<file path="src/include/ppc_pkg.sv">
// Package: register map, reset values and widths for the port configuration block
package ppc_pkg;
  localparam int          PPC_W            = 8;
  localparam logic [7:0]  PPC_ADDR_P1DATA  = 8'h90;
  localparam logic [7:0]  PPC_ADDR_P0DRV   = 8'ha4;
  localparam logic [7:0]  PPC_ADDR_P1DRV   = 8'ha5;
  localparam logic [7:0]  PPC_ADDR_P0BYP   = 8'hd4;
  localparam logic [7:0]  PPC_ADDR_P0ANA   = 8'hf1;
  localparam logic [7:0]  PPC_ADDR_P1ANA   = 8'hf2;
  localparam logic [7:0]  PPC_CFG_PAGE     = 8'h0f;
  localparam logic [7:0]  PPC_RST_P1DATA   = 8'hff;
  localparam logic [7:0]  PPC_RST_DRV      = 8'h00;
  localparam logic [7:0]  PPC_RST_BYP      = 8'h00;
  localparam logic [7:0]  PPC_RST_ANA      = 8'hff;
  localparam logic [2:0]  PPC_BIT_IDX_POS  = 3'h0;
  localparam int          PPC_SYNC_STAGES  = 3;

  typedef enum logic [1:0] {
    PPC_ACC_BYTE,
    PPC_ACC_BIT,
    PPC_ACC_RMW
  } ppc_acc_t;
endpackage

</file>
<file path="src/rtl/ppc_port_cfg.sv">
// Top: port 0 and port 1 configuration registers and port 1 data register on the SPECIAL_FUNCTION_REGISTER bus
//
// Functional notes
// Analog mode disables pull-up and digital receiver
// Input-mode bit 0 analog, 1 digital
// Software sets open-drain for analog pins
// Output-mode bit 0 open-drain, 1 push-pull
// Output-mode bit ignored while pin analog
// Skip bit 1 makes crossbar pass pin
// Software skips pins used for other functions
// Data write loads latch, 0 low 1 high
// Data read returns digital pin levels
// Bits 7..0 control pins 7..0
// Configuration registers only on page 0x0F
// Data register on all pages, bit-addressable
// Read-modify-write reads latch, not pins
// Bus pins forced open-drain always (code forces them only while bus_pins_active)
// Open-drain drives low only; push-pull both
`timescale 1ns/100ps
module ppc_port_cfg
  import ppc_pkg::*;
#(
  parameter int          WIDTH   = 8,
  parameter logic [7:0]  OD_MASK0 = 8'h00,
  parameter logic [7:0]  OD_MASK1 = 8'h00
) (
  // Clock and reset
  input  wire logic             sys_clk,
  input  wire logic             rst_n,
  // Special function register bus
  input  wire logic [7:0]       sfr_page,
  input  wire logic [7:0]       sfr_addr,
  input  wire logic             sfr_wr,
  input  wire logic             sfr_rd,
  input  wire logic             sfr_bit_acc,
  input  wire logic [2:0]       sfr_bit_idx,
  input  wire logic             sfr_rmw,
  input  wire logic [7:0]       sfr_wdata,
  output logic      [7:0]       sfr_rdata,
  output logic                  sfr_hit,
  // Bus pin force (two-wire bus active)
  input  wire logic             bus_pins_active,
  // Port 0 pads
  input  wire logic [WIDTH-1:0] port0_pin_in,
  input  wire logic [WIDTH-1:0] port0_periph_out,
  output logic      [WIDTH-1:0] port0_pin_out,
  output logic      [WIDTH-1:0] port0_pin_oe,
  output logic      [WIDTH-1:0] port0_pullup_en,
  output logic      [WIDTH-1:0] port0_rx_en,
  output logic      [WIDTH-1:0] port0_pin_level,
  // Port 1 pads
  input  wire logic [WIDTH-1:0] port1_pin_in,
  output logic      [WIDTH-1:0] port1_pin_out,
  output logic      [WIDTH-1:0] port1_pin_oe,
  output logic      [WIDTH-1:0] port1_pullup_en,
  output logic      [WIDTH-1:0] port1_rx_en,
  // Crossbar
  output logic      [WIDTH-1:0] port0_crossbar_skip
);
  logic [7:0] port1_data_latch_ff;
  logic [7:0] port0_output_drive_select_ff;
  logic [7:0] port1_output_drive_select_ff;
  logic [7:0] port0_crossbar_bypass_ff;
  logic [7:0] port0_analog_digital_select_ff;
  logic [7:0] port1_analog_digital_select_ff;
  logic [7:0] rdata_ff;
  logic [7:0] nxt_rdata;
  logic [7:0] nxt_p1_latch;

  wire [WIDTH-1:0] p0_sync;
  wire [WIDTH-1:0] p1_sync;
  wire [WIDTH-1:0] p0_dig;
  wire [WIDTH-1:0] p1_dig;

  initial begin
    if (WIDTH != 8) $error("ppc_port_cfg: WIDTH must be 8");
  end

  function automatic logic [7:0] bit_merge(input logic [7:0] old_v, input logic [2:0] idx,
                                           input logic val);
    logic [7:0] r;
    r      = old_v;
    r[idx] = val;
    return r;
  endfunction

  // Address decode
  wire cfg_page  = (sfr_page == PPC_CFG_PAGE);
  wire hit_data  = (sfr_addr == PPC_ADDR_P1DATA);
  wire hit_p0drv = cfg_page && (sfr_addr == PPC_ADDR_P0DRV);
  wire hit_p1drv = cfg_page && (sfr_addr == PPC_ADDR_P1DRV);
  wire hit_p0byp = cfg_page && (sfr_addr == PPC_ADDR_P0BYP);
  wire hit_p0ana = cfg_page && (sfr_addr == PPC_ADDR_P0ANA);
  wire hit_p1ana = cfg_page && (sfr_addr == PPC_ADDR_P1ANA);
  wire any_hit   = hit_data | hit_p0drv | hit_p1drv | hit_p0byp | hit_p0ana | hit_p1ana;

  wire wr_data  = sfr_wr && hit_data;
  wire wr_p0drv = sfr_wr && hit_p0drv;
  wire wr_p1drv = sfr_wr && hit_p1drv;
  wire wr_p0byp = sfr_wr && hit_p0byp;
  wire wr_p0ana = sfr_wr && hit_p0ana;
  wire wr_p1ana = sfr_wr && hit_p1ana;

  // Data read source: latch for read-modify-write, pins otherwise
  wire [7:0] p1_read_src = sfr_rmw ? port1_data_latch_ff : p1_dig;

  // Bit or byte update of the data latch
  assign nxt_p1_latch = sfr_bit_acc
                      ? bit_merge(port1_data_latch_ff, sfr_bit_idx, sfr_wdata[0])
                      : sfr_wdata;

  // Read multiplexer
  always_comb begin
    nxt_rdata = 8'h00;
    case (1'b1)
      hit_data:  nxt_rdata = sfr_bit_acc ? {7'h00, p1_read_src[sfr_bit_idx]}
                                         : p1_read_src;
      hit_p0drv: nxt_rdata = port0_output_drive_select_ff;
      hit_p1drv: nxt_rdata = port1_output_drive_select_ff;
      hit_p0byp: nxt_rdata = port0_crossbar_bypass_ff;
      hit_p0ana: nxt_rdata = port0_analog_digital_select_ff;
      hit_p1ana: nxt_rdata = port1_analog_digital_select_ff;
      default:   nxt_rdata = 8'h00;
    endcase
  end

  // Register file
  always_ff @(posedge sys_clk or negedge rst_n) begin
    if (!rst_n) begin
      port1_data_latch_ff            <= PPC_RST_P1DATA;
      port0_output_drive_select_ff   <= PPC_RST_DRV;
      port1_output_drive_select_ff   <= PPC_RST_DRV;
      port0_crossbar_bypass_ff       <= PPC_RST_BYP;
      port0_analog_digital_select_ff <= PPC_RST_ANA;
      port1_analog_digital_select_ff <= PPC_RST_ANA;
    end else begin
      if (wr_data)  port1_data_latch_ff            <= nxt_p1_latch;
      if (wr_p0drv) port0_output_drive_select_ff   <= sfr_wdata;
      if (wr_p1drv) port1_output_drive_select_ff   <= sfr_wdata;
      if (wr_p0byp) port0_crossbar_bypass_ff       <= sfr_wdata;
      if (wr_p0ana) port0_analog_digital_select_ff <= sfr_wdata;
      if (wr_p1ana) port1_analog_digital_select_ff <= sfr_wdata;
    end
  end

  always_ff @(posedge sys_clk or negedge rst_n) begin
    if (!rst_n) begin
      rdata_ff <= 8'h00;
    end else if (sfr_rd) begin
      rdata_ff <= nxt_rdata;
    end
  end

  assign sfr_rdata = rdata_ff;
  assign sfr_hit   = any_hit;

  // Pin synchronisers
  ppc_pin_sync #(.WIDTH(WIDTH)) u_sync0 (
    .sys_clk   (sys_clk),
    .rst_n     (rst_n),
    .pin_async (port0_pin_in),
    .pin_level (p0_sync)
  );

  ppc_pin_sync #(.WIDTH(WIDTH)) u_sync1 (
    .sys_clk   (sys_clk),
    .rst_n     (rst_n),
    .pin_async (port1_pin_in),
    .pin_level (p1_sync)
  );

  // Bus pins forced open-drain while the two-wire bus owns them
  wire [WIDTH-1:0] p0_force_od = bus_pins_active ? OD_MASK0 : '0;
  wire [WIDTH-1:0] p1_force_od = bus_pins_active ? OD_MASK1 : '0;

  ppc_pad_ctrl #(.WIDTH(WIDTH)) u_pad0 (
    .out_value             (port0_periph_out),
    .analog_digital_select (port0_analog_digital_select_ff),
    .output_drive_select   (port0_output_drive_select_ff),
    .force_open_drain      (p0_force_od),
    .pin_level_raw         (p0_sync),
    .pad_out               (port0_pin_out),
    .pad_oe                (port0_pin_oe),
    .pad_pullup_en         (port0_pullup_en),
    .pad_rx_en             (port0_rx_en),
    .pin_level_dig         (p0_dig)
  );

  ppc_pad_ctrl #(.WIDTH(WIDTH)) u_pad1 (
    .out_value             (port1_data_latch_ff),
    .analog_digital_select (port1_analog_digital_select_ff),
    .output_drive_select   (port1_output_drive_select_ff),
    .force_open_drain      (p1_force_od),
    .pin_level_raw         (p1_sync),
    .pad_out               (port1_pin_out),
    .pad_oe                (port1_pin_oe),
    .pad_pullup_en         (port1_pullup_en),
    .pad_rx_en             (port1_rx_en),
    .pin_level_dig         (p1_dig)
  );

  assign port0_pin_level     = p0_dig;
  assign port0_crossbar_skip = port0_crossbar_bypass_ff;
endmodule

</file>
<file path="src/rtl/ppc_pin_sync.sv">
// Three-stage pin input synchroniser with agreement filter
`timescale 1ns/100ps
module ppc_pin_sync
  import ppc_pkg::*;
#(
  parameter int WIDTH = 8
) (
  // Clock and reset
  input  wire logic             sys_clk,
  input  wire logic             rst_n,
  // Pin levels in and filtered levels out
  input  wire logic [WIDTH-1:0] pin_async,
  output logic      [WIDTH-1:0] pin_level
);
  logic [WIDTH-1:0] s1_ff;
  logic [WIDTH-1:0] s2_ff;
  logic [WIDTH-1:0] s3_ff;
  logic [WIDTH-1:0] lvl_ff;
  wire  [WIDTH-1:0] agree = ~(s2_ff ^ s3_ff);
  wire  [WIDTH-1:0] nxt_lvl = (agree & s3_ff) | (~agree & lvl_ff);

  initial begin
    if (WIDTH < 1) $error("ppc_pin_sync: WIDTH must be positive");
  end

  always_ff @(posedge sys_clk or negedge rst_n) begin
    if (!rst_n) begin
      s1_ff  <= '1;
      s2_ff  <= '1;
      s3_ff  <= '1;
      lvl_ff <= '1;
    end else begin
      s1_ff  <= pin_async;
      s2_ff  <= s1_ff;
      s3_ff  <= s2_ff;
      lvl_ff <= nxt_lvl;
    end
  end

  assign pin_level = lvl_ff;
endmodule

</file>
<file path="src/rtl/ppc_pad_ctrl.sv">
// Per-port pad control: analog gating, drive mode and output enables
`timescale 1ns/100ps
module ppc_pad_ctrl
  import ppc_pkg::*;
#(
  parameter int WIDTH = 8
) (
  // Configuration
  input  wire logic [WIDTH-1:0] out_value,
  input  wire logic [WIDTH-1:0] analog_digital_select,
  input  wire logic [WIDTH-1:0] output_drive_select,
  input  wire logic [WIDTH-1:0] force_open_drain,
  input  wire logic [WIDTH-1:0] pin_level_raw,
  // Pad controls
  output logic      [WIDTH-1:0] pad_out,
  output logic      [WIDTH-1:0] pad_oe,
  output logic      [WIDTH-1:0] pad_pullup_en,
  output logic      [WIDTH-1:0] pad_rx_en,
  output logic      [WIDTH-1:0] pin_level_dig
);
  wire [WIDTH-1:0] is_digital = analog_digital_select;
  wire [WIDTH-1:0] push_pull  = output_drive_select & is_digital
                                & ~force_open_drain;

  assign pad_out       = out_value;
  assign pad_oe        = push_pull | ~out_value;
  assign pad_pullup_en = is_digital;
  assign pad_rx_en     = is_digital;
  assign pin_level_dig = pin_level_raw & is_digital;
endmodule

</file>
<file path="config.mk">
export PLATFORM = sky130hd
export DESIGN_NAME = ppc_port_cfg
export DESIGN_NICKNAME = d
export VERILOG_FILES = /design/src/include/ppc_pkg.sv /design/src/rtl/ppc_port_cfg.sv /design/src/rtl/ppc_pin_sync.sv /design/src/rtl/ppc_pad_ctrl.sv
export SDC_FILE = /design/constraint.sdc
export NUM_CORES = 1
export LEC_CHECK = 0
export BUFFER_PORTS_ARGS = -buffer_cell sky130_fd_sc_hd__buf_4
export CAP_MARGIN = 0
export CORE_ASPECT_RATIO = 2
export CORE_UTILIZATION = 49
export DETAILED_ROUTE_END_ITERATION = 6
export PLACE_DENSITY = 0.72
export SLEW_MARGIN = 20
export SYNTH_ARGS = -nofsm -noshare
export SYNTH_HDL_FRONTEND = slang
export SYNTH_HIERARCHICAL = 1
export SYNTH_SLANG_ARGS = --single-unit
</file>
<file path="constraint.sdc">
create_clock -name sys_clk -period 3.56 [get_ports sys_clk]
set_clock_uncertainty 0.15 [all_clocks]
set_input_delay 0 -clock sys_clk [delete_from_list [all_inputs] [get_ports sys_clk]]
set_output_delay 0 -clock sys_clk [all_outputs]
set_load 0.02 [all_outputs]
</file>
Yosys cells after proc, flatten, opt, wreduce, memory -nomap -nowiden. Cells that the tools add are included.

$add $sub $neg: 0. Multipliers: 0. Divide/modulo/power cells: 0. $lt $le $gt $ge: 2. Equal/unequal tests: 7. Shifts and indexed selects: 0. Multiplexer cells: 14. Bitwise logic cells: 25. Reductions and logical operators: 12.

Operators with widths (number): two-way mux 8 bit (9); bitwise AND 8 bit (8); == test 8 bit (second input constant) (6); NOT 8 bit (6); bitwise OR 8 bit (4); bitwise XOR 8 bit (2); logical AND 1 bit (12); bitwise mux 8 bit (1); == test 8 x 4 -> 1 bit (second input constant) (1); bitwise OR 1 bit (5); < comparator 3 x 4 -> 1 bit (second input constant) (1); binary-select mux 1 bit (select 3 bit) (1); demux 1 bit (select 3 bit) (1); greater-or-equal comparator 3 x 1 -> 1 bit (second input constant) (1); two-way mux 1 bit (2).

Flip-flop bits (word level): 120. Latch bits: 0. RAM bits: 0. Memory bits (read-only): 0. Logic and storage cells: 75. Memories: 0.

Logic depth before layout (Yosys ltp). Gate-level depths: netlist of the first run.

Depth after elaboration: 8. Depth in mapped cells: 7.

Cells and area by module. The synthesis of the first run kept the hierarchy.

Modules (own cells, without submodules): ppc_port_cfg (instances 1, cells an instance 267, area each 3036.7 um2, seq. area each 1431.4 um2); ppc_pin_sync (instances 2, cells an instance 40, area each 930.9 um2, seq. area each 840.8 um2); ppc_pad_ctrl (instances 2, cells an instance 48, area each 331.6 um2, seq. area each 0.0 um2).

Least setup slack after synthesis of the first run. OpenSTA, ideal clock, no wires.

Path type: input-to-reg. Start: in sfr_addr[1]. End: reg port0_output_drive_select_ff[0]. Setup time: 0.125 ns. Arrival: 1.979 ns. Data required time: 3.285 ns. Setup slack: 1.306 ns. Stages: 6. Cells stage by stage: or4b_4 > or4_4 > buf_6 > or3_1 > buf_6 > mux2_4.

Longest elaborated chain between the ends: 3.

RTL lines: start, declared (line ppc_port_cfg.sv:32) `input wire logic [7:0] sfr_addr,`; == test 8 bit (line ppc_port_cfg.sv:90) `wire hit_p0drv = cfg_page && (sfr_addr == PPC_ADDR_P0DRV);`; logical AND 1 bit (line ppc_port_cfg.sv:90); logical AND 1 bit (line ppc_port_cfg.sv:98) `wire wr_p0drv = sfr_wr && hit_p0drv;`; end signal, assigned (line ppc_port_cfg.sv:138) `if (wr_p0drv) port0_output_drive_select_ff <= sfr_wdata;`; end, declared (line ppc_port_cfg.sv:61) `logic [7:0] port0_output_drive_select_ff;`.

No other way between the ends. A chain may end at the register's enable or synchronous reset.

Worst setup path in the final report of the first run.
Start: in sfr_addr[0]. End: reg port1_data_latch_ff[7].

Longest elaborated chain between the ends: 2.

RTL lines: == test 8 bit (line ppc_port_cfg.sv:89) `wire hit_data = (sfr_addr == PPC_ADDR_P1DATA);`; logical AND 1 bit (line ppc_port_cfg.sv:97) `wire wr_data = sfr_wr && hit_data;`; end signal, assigned (line ppc_port_cfg.sv:137) `if (wr_data) port1_data_latch_ff <= nxt_p1_latch;`; end, declared (line ppc_port_cfg.sv:60) `logic [7:0] port1_data_latch_ff;`.

No other way between the ends.

==> results by group, run 1 <==
Route
  • First DRT Iteration DRCs: 273
  • DRC Markers: 0
  • Drt wl/cell: 18.9 µm
  • Final wirelength: 14.4 mm
  • Post-route ant nets: 0
  • 1st-pass router iterations: 4
  • Via density: 5.45
  • Via Count: 4155

Power
  • PD cells: 457 nW/µm²
  • Worst ir drop on vdd: 0.401 mV
  • Pwr Total: 0.00346 W
  • Static leakage: 3.38 nW

Floorplanning
  • Die Y: 153 µm
  • # IOs: 147
  • Die area: 11800 µm²
  • Row count: 54
  • CORE AREA: 10900 µm²
  • Die Wd: 77.3 µm
  • Initial Utilization: 50.8%

Clocking
  • Root buf cell: clkbuf_16
  • Reg clk slew, reported paths: 60 ps
  • Post CTS Setup Buffer Count: 0
  • Clk sinks: 120
  • CTS Buf Count: 17
  • CTS tree: done
  • CTS Buffer Depth: 2
  • Worst-Skew Late Latency: 420 ps
  • CTS H-tree lvls: 4

Finish
  • Antenna Cells: 0
  • Layout Cells excl Fill: 763
  • P&R area growth vs syn: 36.2%
  • Layout cell share with drive strength beyond 1: 56.3%
  • Final nets: 668
  • Utilization after layout: 69.2%

Synthesis
  • Post-synthesis sequential area ratio: 56.0%
  • Top cell type's share of synthesized area: 41.6%
  • Top cells by instance count after synthesis: 88 x dfstp_2, 48 x buf_4, 35 x mux2_2
  • Post-synth EDFFs: 0
  • Area of the mapped netlist: 5560 µm²
  • Synth area leader: dfstp_2
  • Async SR Flop Fraction: 100%
  • Cells after synthesis: 443
  • Most common cell in the netlist: dfstp_2
  • Synth top area cells: dfstp_2 42%, dfrtp_1 14%, mux2_2 7.1%, buf_4 6.5%, mux2i_1 3.2%
  • Synth Register Bits: 120
  • Syn Area/Cell: 12.6 µm²
  • Yosys warns: 6
  • Synth unique cells: 52
  • Dominant synthesized flop cell: dfstp_2

Status
  • Status: complete, no violations

GRT
  • Initial antenna violation count: 0
  • Vias in the first global route: 4353
  • Largest net degree at the start of global routing: 66
  • First-pass GRT wire length: 22.6 mm
  • GRT overflow: 0
  • All-Layer GR Usage: 25.2%

Min path
  • Type of the worst min-delay path: in2reg

STA
  • Setup violators final: 0
  • Achievable Freq: 288 MHz
  • RSZ-0062 raised after global routing: false
  • Share of the cycle needed by the critical path after routing: 97.4%
  • Final Hold Fails: 0
  • Fin crit period: 3470 ps
  • Worst slew pin tran: 817 ps
  • Pins Over Slew Limit: 0
  • Setup TNS Final: 0 ps
  • Max-slew headroom: 45.5%

Critical path
  • Setup crit end kind: flip-flop
  • Startpoint types: input port
  • Crit-path max FO: 16
  • WP data required: 3750 ps
  • Critical path arrival: 3660 ps
  • Critical path class: in2reg

Place
  • Post-DP HPWL: 9.48 mm
  • IO Port Bufs: 145
  • Final GP Congestion: 0.825
  • Post-Place Cells: 682

Flow run
  • Max_cap viols: 0
[cell families (layout without fill, tap and decap cells)]
logic type               count (synthesis)  in the layout  share of synthesized area [%]
other                                    1             16                         0.0674
AND/OR/NAND/NOR                         90             90                           9.49
buffers and inverters                   69            234                           8.17
flip-flops                             120            120                           56.0
multiplexers                            61             61                           12.5
AO/OA/AOI/OAI                           86             86                           10.6
adder cells (fa/ha/maj)                 16             16                           3.24
[cell type report]
cell class / count / area (µm²)
fill: 849 / 3370
sequential: 120 / 3110
multi-input combinational: 269 / 2060
timing repair buffer: 197 / 1610
clock buffer: 18 / 429
tap: 140 / 175
clock inverter: 14 / 165
inverter: 5 / 18.8
[critical path, stage by stage]
cell           delay (ps)
dlygate4sd3_1         540
buf_4                 210
or4b_2                750
nor3_4                420
nand2b_1              330
o22ai_1               240
dlygate4sd3_1         580
a21oi_1                40
dlygate4sd3_1         560
[metrics by stage]
step | instance area [µm²] | setup WS (ps) | hold slack (ps)
floorplan | 5620 | 1310 | -446
global placement | 6480 | 861 | -42.2
detailed placement | 6480 | 825 | -40.9
CTS | 7570 | 9.60 | 17.3
global route | 7570 | 50.0 | 56.6
finish | 7570 | 91.8 | 21.6
[worst paths after layout]
| check | start | endpoint | slack, ps | depth (start not counted) |
|---|---|---|---|---|
| setup / recovery | sfr_addr[0] | port1_data_latch_ff[7] | 90 | 9 |
| hold / removal | sfr_wr | port1_data_latch_ff[0] | 20 | 5 |
| setup reg to reg | port1_analog_digital_select_ff[4] | sfr_rdata[0] | 800 | 8 |
| hold reg to reg | u_sync1/s1_ff[1] | u_sync1/s2_ff[1] | 200 | 0 |
| max in group asynchronous | rst_n | u_sync1/s3_ff[6] | 2360 | 3 |
| min in group asynchronous | rst_n | port1_output_drive_select_ff[5] | 70 | 2 |
[what timing repair did]
| action | CTS | global route |
|---|---|---|
| hold buffers | 49 | 0 |
| resized for setup | 0 | 1 |
| hold endpoints to repair | 130 | 0 |
| setup endpoints to repair | 0 | 6 |
[where the power goes]
part	switching [W]	internal (W)
clock network	0.000678	0.00105
logic	0.000127	0.000124
registers	0.0000272	0.00145
[placed cells by master, fill, tap and decap left out, types with 2 or more instances in the layout]
cell / Yosys / final
a21oi_1: 13 / 13
a22oi_1: 8 / 8
and2_1: 19 / 19
and2_2: 2 / 2
buf_4: 48 / 147
bufinv_16: 0 / 2
clkbuf_16: 0 / 17
clkinv_4: 0 / 4
clkinvlp_4: 0 / 2
conb_1: 1 / 16
dfrtp_1: 32 / 32
dfstp_2: 88 / 88
dlygate4sd3_1: 0 / 49
inv_1: 5 / 5
inv_6: 0 / 5
maj3_2: 16 / 16
mux2_2: 35 / 35
mux2_4: 8 / 8
mux2i_1: 18 / 18
nand2_1: 27 / 27
nand2b_1: 4 / 4
nand3_1: 4 / 4
nand3b_1: 2 / 2
nand4_1: 2 / 2
nor2_1: 6 / 6
nor3b_1: 4 / 4
nor4_1: 2 / 2
nor4b_1: 2 / 2
o211ai_1: 2 / 2
o21ai_0: 16 / 16
o21ai_2: 16 / 16
o221ai_1: 2 / 2
o22ai_1: 16 / 16
o2bb2ai_1: 4 / 4
or3_1: 3 / 3
or4_1: 2 / 2
[routing by layer]
metal	global-route usage [%]	wire, µm
met1	27.7	5200
met2	45.0	7830
met3	4.97	772
met4	13.1	578
met5	0	0
Note: power is estimated with default switching activity, not from simulation.
==> run 2, diff against run 1 <==
- ABC_AREA: default -> 1
==> results by group, run 2 <==
Route
  • Post-route ant nets: 0
  • Via Count: 4908
  • DRC Markers: 0
  • Drt wl/cell: 15.5 µm
  • Final wirelength: 15.4 mm
  • 1st-pass router iterations: 5
  • First DRT Iteration DRCs: 288
  • Via density: 4.93

Synthesis
  • Synth unique cells: 32
  • Cells after synthesis: 673
  • Post-synthesis sequential area ratio: 54.6%
  • Post-synth EDFFs: 0
  • Area of the mapped netlist: 5700 µm²
  • Top cell type's share of synthesized area: 40.5%
  • Most common cell in the netlist: nand2_1
  • Async SR Flop Fraction: 100%
  • Top cells by instance count after synthesis: 195 x nand2_1, 88 x dfstp_2, 87 x inv_1
  • Synth area leader: dfstp_2
  • Syn Area/Cell: 8.47 µm²
  • Dominant synthesized flop cell: dfstp_2
  • Yosys warns: 6
  • Synth Register Bits: 120
  • Synth top area cells: dfstp_2 41%, dfrtp_1 14%, nand2_1 13%, buf_4 6.5%, inv_1 5.7%

STA
  • Share of the cycle needed by the critical path after routing: 80.3%
  • Worst hold slack: 36.2 ps
  • RSZ-0062 raised after global routing: false
  • Setup WS post-layout: 701 ps
  • Pins Over Slew Limit: 0
  • Final Hold Fails: 0
  • Fin crit period: 2860 ps
  • Setup TNS Final: 0 ps
  • Worst slew pin tran: 964 ps
  • Max-slew headroom: 35.8%
  • Setup violators final: 0
  • Achievable Freq: 350 MHz

Critical path
  • Critical path class: in2reg
  • WP data required: 3760 ps
  • Top delay family on crit path: buffers and inverters
  • Critical path arrival: 3060 ps
  • CP Cell Sequence: dlygate4sd3_1 -> buf_4 -> inv_1 -> nor3_1 -> nand2_1 -> o21ai_0 -> dlygate4sd3_1 -> nand2_1 -> dlygate4sd3_1 -> nand2_1 -> dlygate4sd3_1
  • FF-to-FF path depth: 12
  • Buf/Inv on CP: 6
  • Crit-path max FO: 5
  • Slowest stage delay, CP: 590 ps
  • CP most frequent cell: dlygate4sd3_1
  • Worst path depth: 11
  • Startpoint types: input port
  • CP max stage cell: dlygate4sd3_1
  • Setup crit end kind: flip-flop

Floorplanning
  • # IOs: 147
  • Row count: 55
  • Die area: 12100 µm²
  • Die Wd: 78.3 µm
  • Die Y: 155 µm
  • Initial Utilization: 50.2%
  • CORE AREA: 11400 µm²

Power
  • Static leakage: 3.78 nW
  • Worst ir drop on vdd: 0.478 mV
  • Pwr Total: 0.00358 W
  • PD cells: 464 nW/µm²

Finish
  • Final nets: 899
  • Fill cells: 921
  • Antenna Cells: 0
  • Most common cell after layout, fill and taps aside: nand2_1
  • Multi-input gate area: 1870 µm²
  • P&R area growth vs syn: 35.4%
  • Sequential Area: 3110 µm²
  • Layout cell share with drive strength beyond 1: 34.4%
  • Fin area: 7720 µm²
  • Most frequent cells in the layout: 195 x nand2_1, 145 x buf_4, 88 x dfstp_2, 87 x inv_1, 51 x nor2_1

Min path
  • Hold Path Cell Cnt: 6
  • Type of the worst min-delay path: in2reg

Clocking
  • Post_cts resized: 0
  • Reg clk slew, reported paths: 60 ps
  • Worst-Skew Late Latency: 410 ps
  • Hold_buf cts: 47
  • CTS H-tree lvls: 4
  • CTS tree: done
  • CTS Buffer Depth: 2
  • CTS Buf Count: 17
  • Post CTS Setup Buffer Count: 0
  • Clk sinks: 120
  • Root buf cell: clkbuf_16

Place
  • Post-DP HPWL: 11.0 mm
  • Final GP Congestion: 0.932
  • IO Port Bufs: 145
  • Worst slack at placement: 1580 ps
  • DP Area: 6630 µm²

GRT
  • GRT overflow: 0
  • First-pass GRT wire length: 24.3 mm
  • Initial antenna violation count: 0
  • All-Layer GR Usage: 27.0%
  • Largest net degree at the start of global routing: 78
  • Vias in the first global route: 4902

Status
  • Status: complete, no violations

Flow run
  • Max_cap viols: 0
==> run 2: final cells by class <==
| type | count | area share, % |
|---|---|---|
| Inverter | 94 | 4.58 |
| Sequential cell | 120 | 40.3 |
| Clock buffer | 17 | 5.51 |
| Multi-Input combinational cell | 415 | 24.2 |
| Timing Repair Buffer | 193 | 20.4 |
| Clock inverter | 15 | 2.62 |
| Tap cell | 142 | 2.30 |
==> run 2: power breakdown <==
| part | switching, W | internal, W | leakage, nW |
|---|---|---|---|
| Clock | 0.000687 | 0.00113 | 0.309 |
| Sequential | 0.0000324 | 0.00146 | 1.36 |
| Combinational | 0.000149 | 0.000127 | 2.11 |
==> run 2: routing by layer <==
layer	vias up	share of wire, %	GRT usage, %
met5	-	0	0
met4	0	4.1	15.1
met3	34	4.5	5.60
met2	171	55	48.7
met1	2328	36	28.5
li1	2375	-	-
==> run 2: metrics by stage <==
stage / utilization, % / std cells
floorplan: - / 688
global placement: 58.3 / 917
detailed placement: 58.3 / 917
CTS: 68.0 / 996
global route: 68.0 / 996
finish: 68.0 / 996
==> run 2: kinds of logic after synthesis <==
group	count (synthesis)	synth area share, %
other cells	1	0.0658
flops	120	54.6
buf+inv	153	13.6
compound gates	84	8.29
simple gates	315	23.5
==> run 2: path summary, 6_finish.rpt <==
| path | from | to | slack (ps) |
|---|---|---|---|
| hold / removal | sfr_rmw | sfr_rdata[0] | 40 |
| setup reg to reg | port1_analog_digital_select_ff[2] | sfr_rdata[0] | 1870 |
| min in group asynchronous | rst_n | port0_output_drive_select_ff[3] | 140 |
| hold reg to reg | u_sync1/s1_ff[2] | u_sync1/s2_ff[2] | 200 |
| max in group asynchronous | rst_n | port1_analog_digital_select_ff[2] | 2290 |
| setup / recovery | sfr_bit_idx[0] | port1_data_latch_ff[1] | 700 |
==> run 2: worst register-to-register path: cells and delay by family (launching register included) <==
| kind | cells | cell delay, ps |
|---|---|---|
| AO/OA/AOI/OAI | 1 | 160 |
| flip-flops | 1 | 590 |
| buffers and inverters | 1 | 60 |
| AND/OR/NAND/NOR | 10 | 670 |
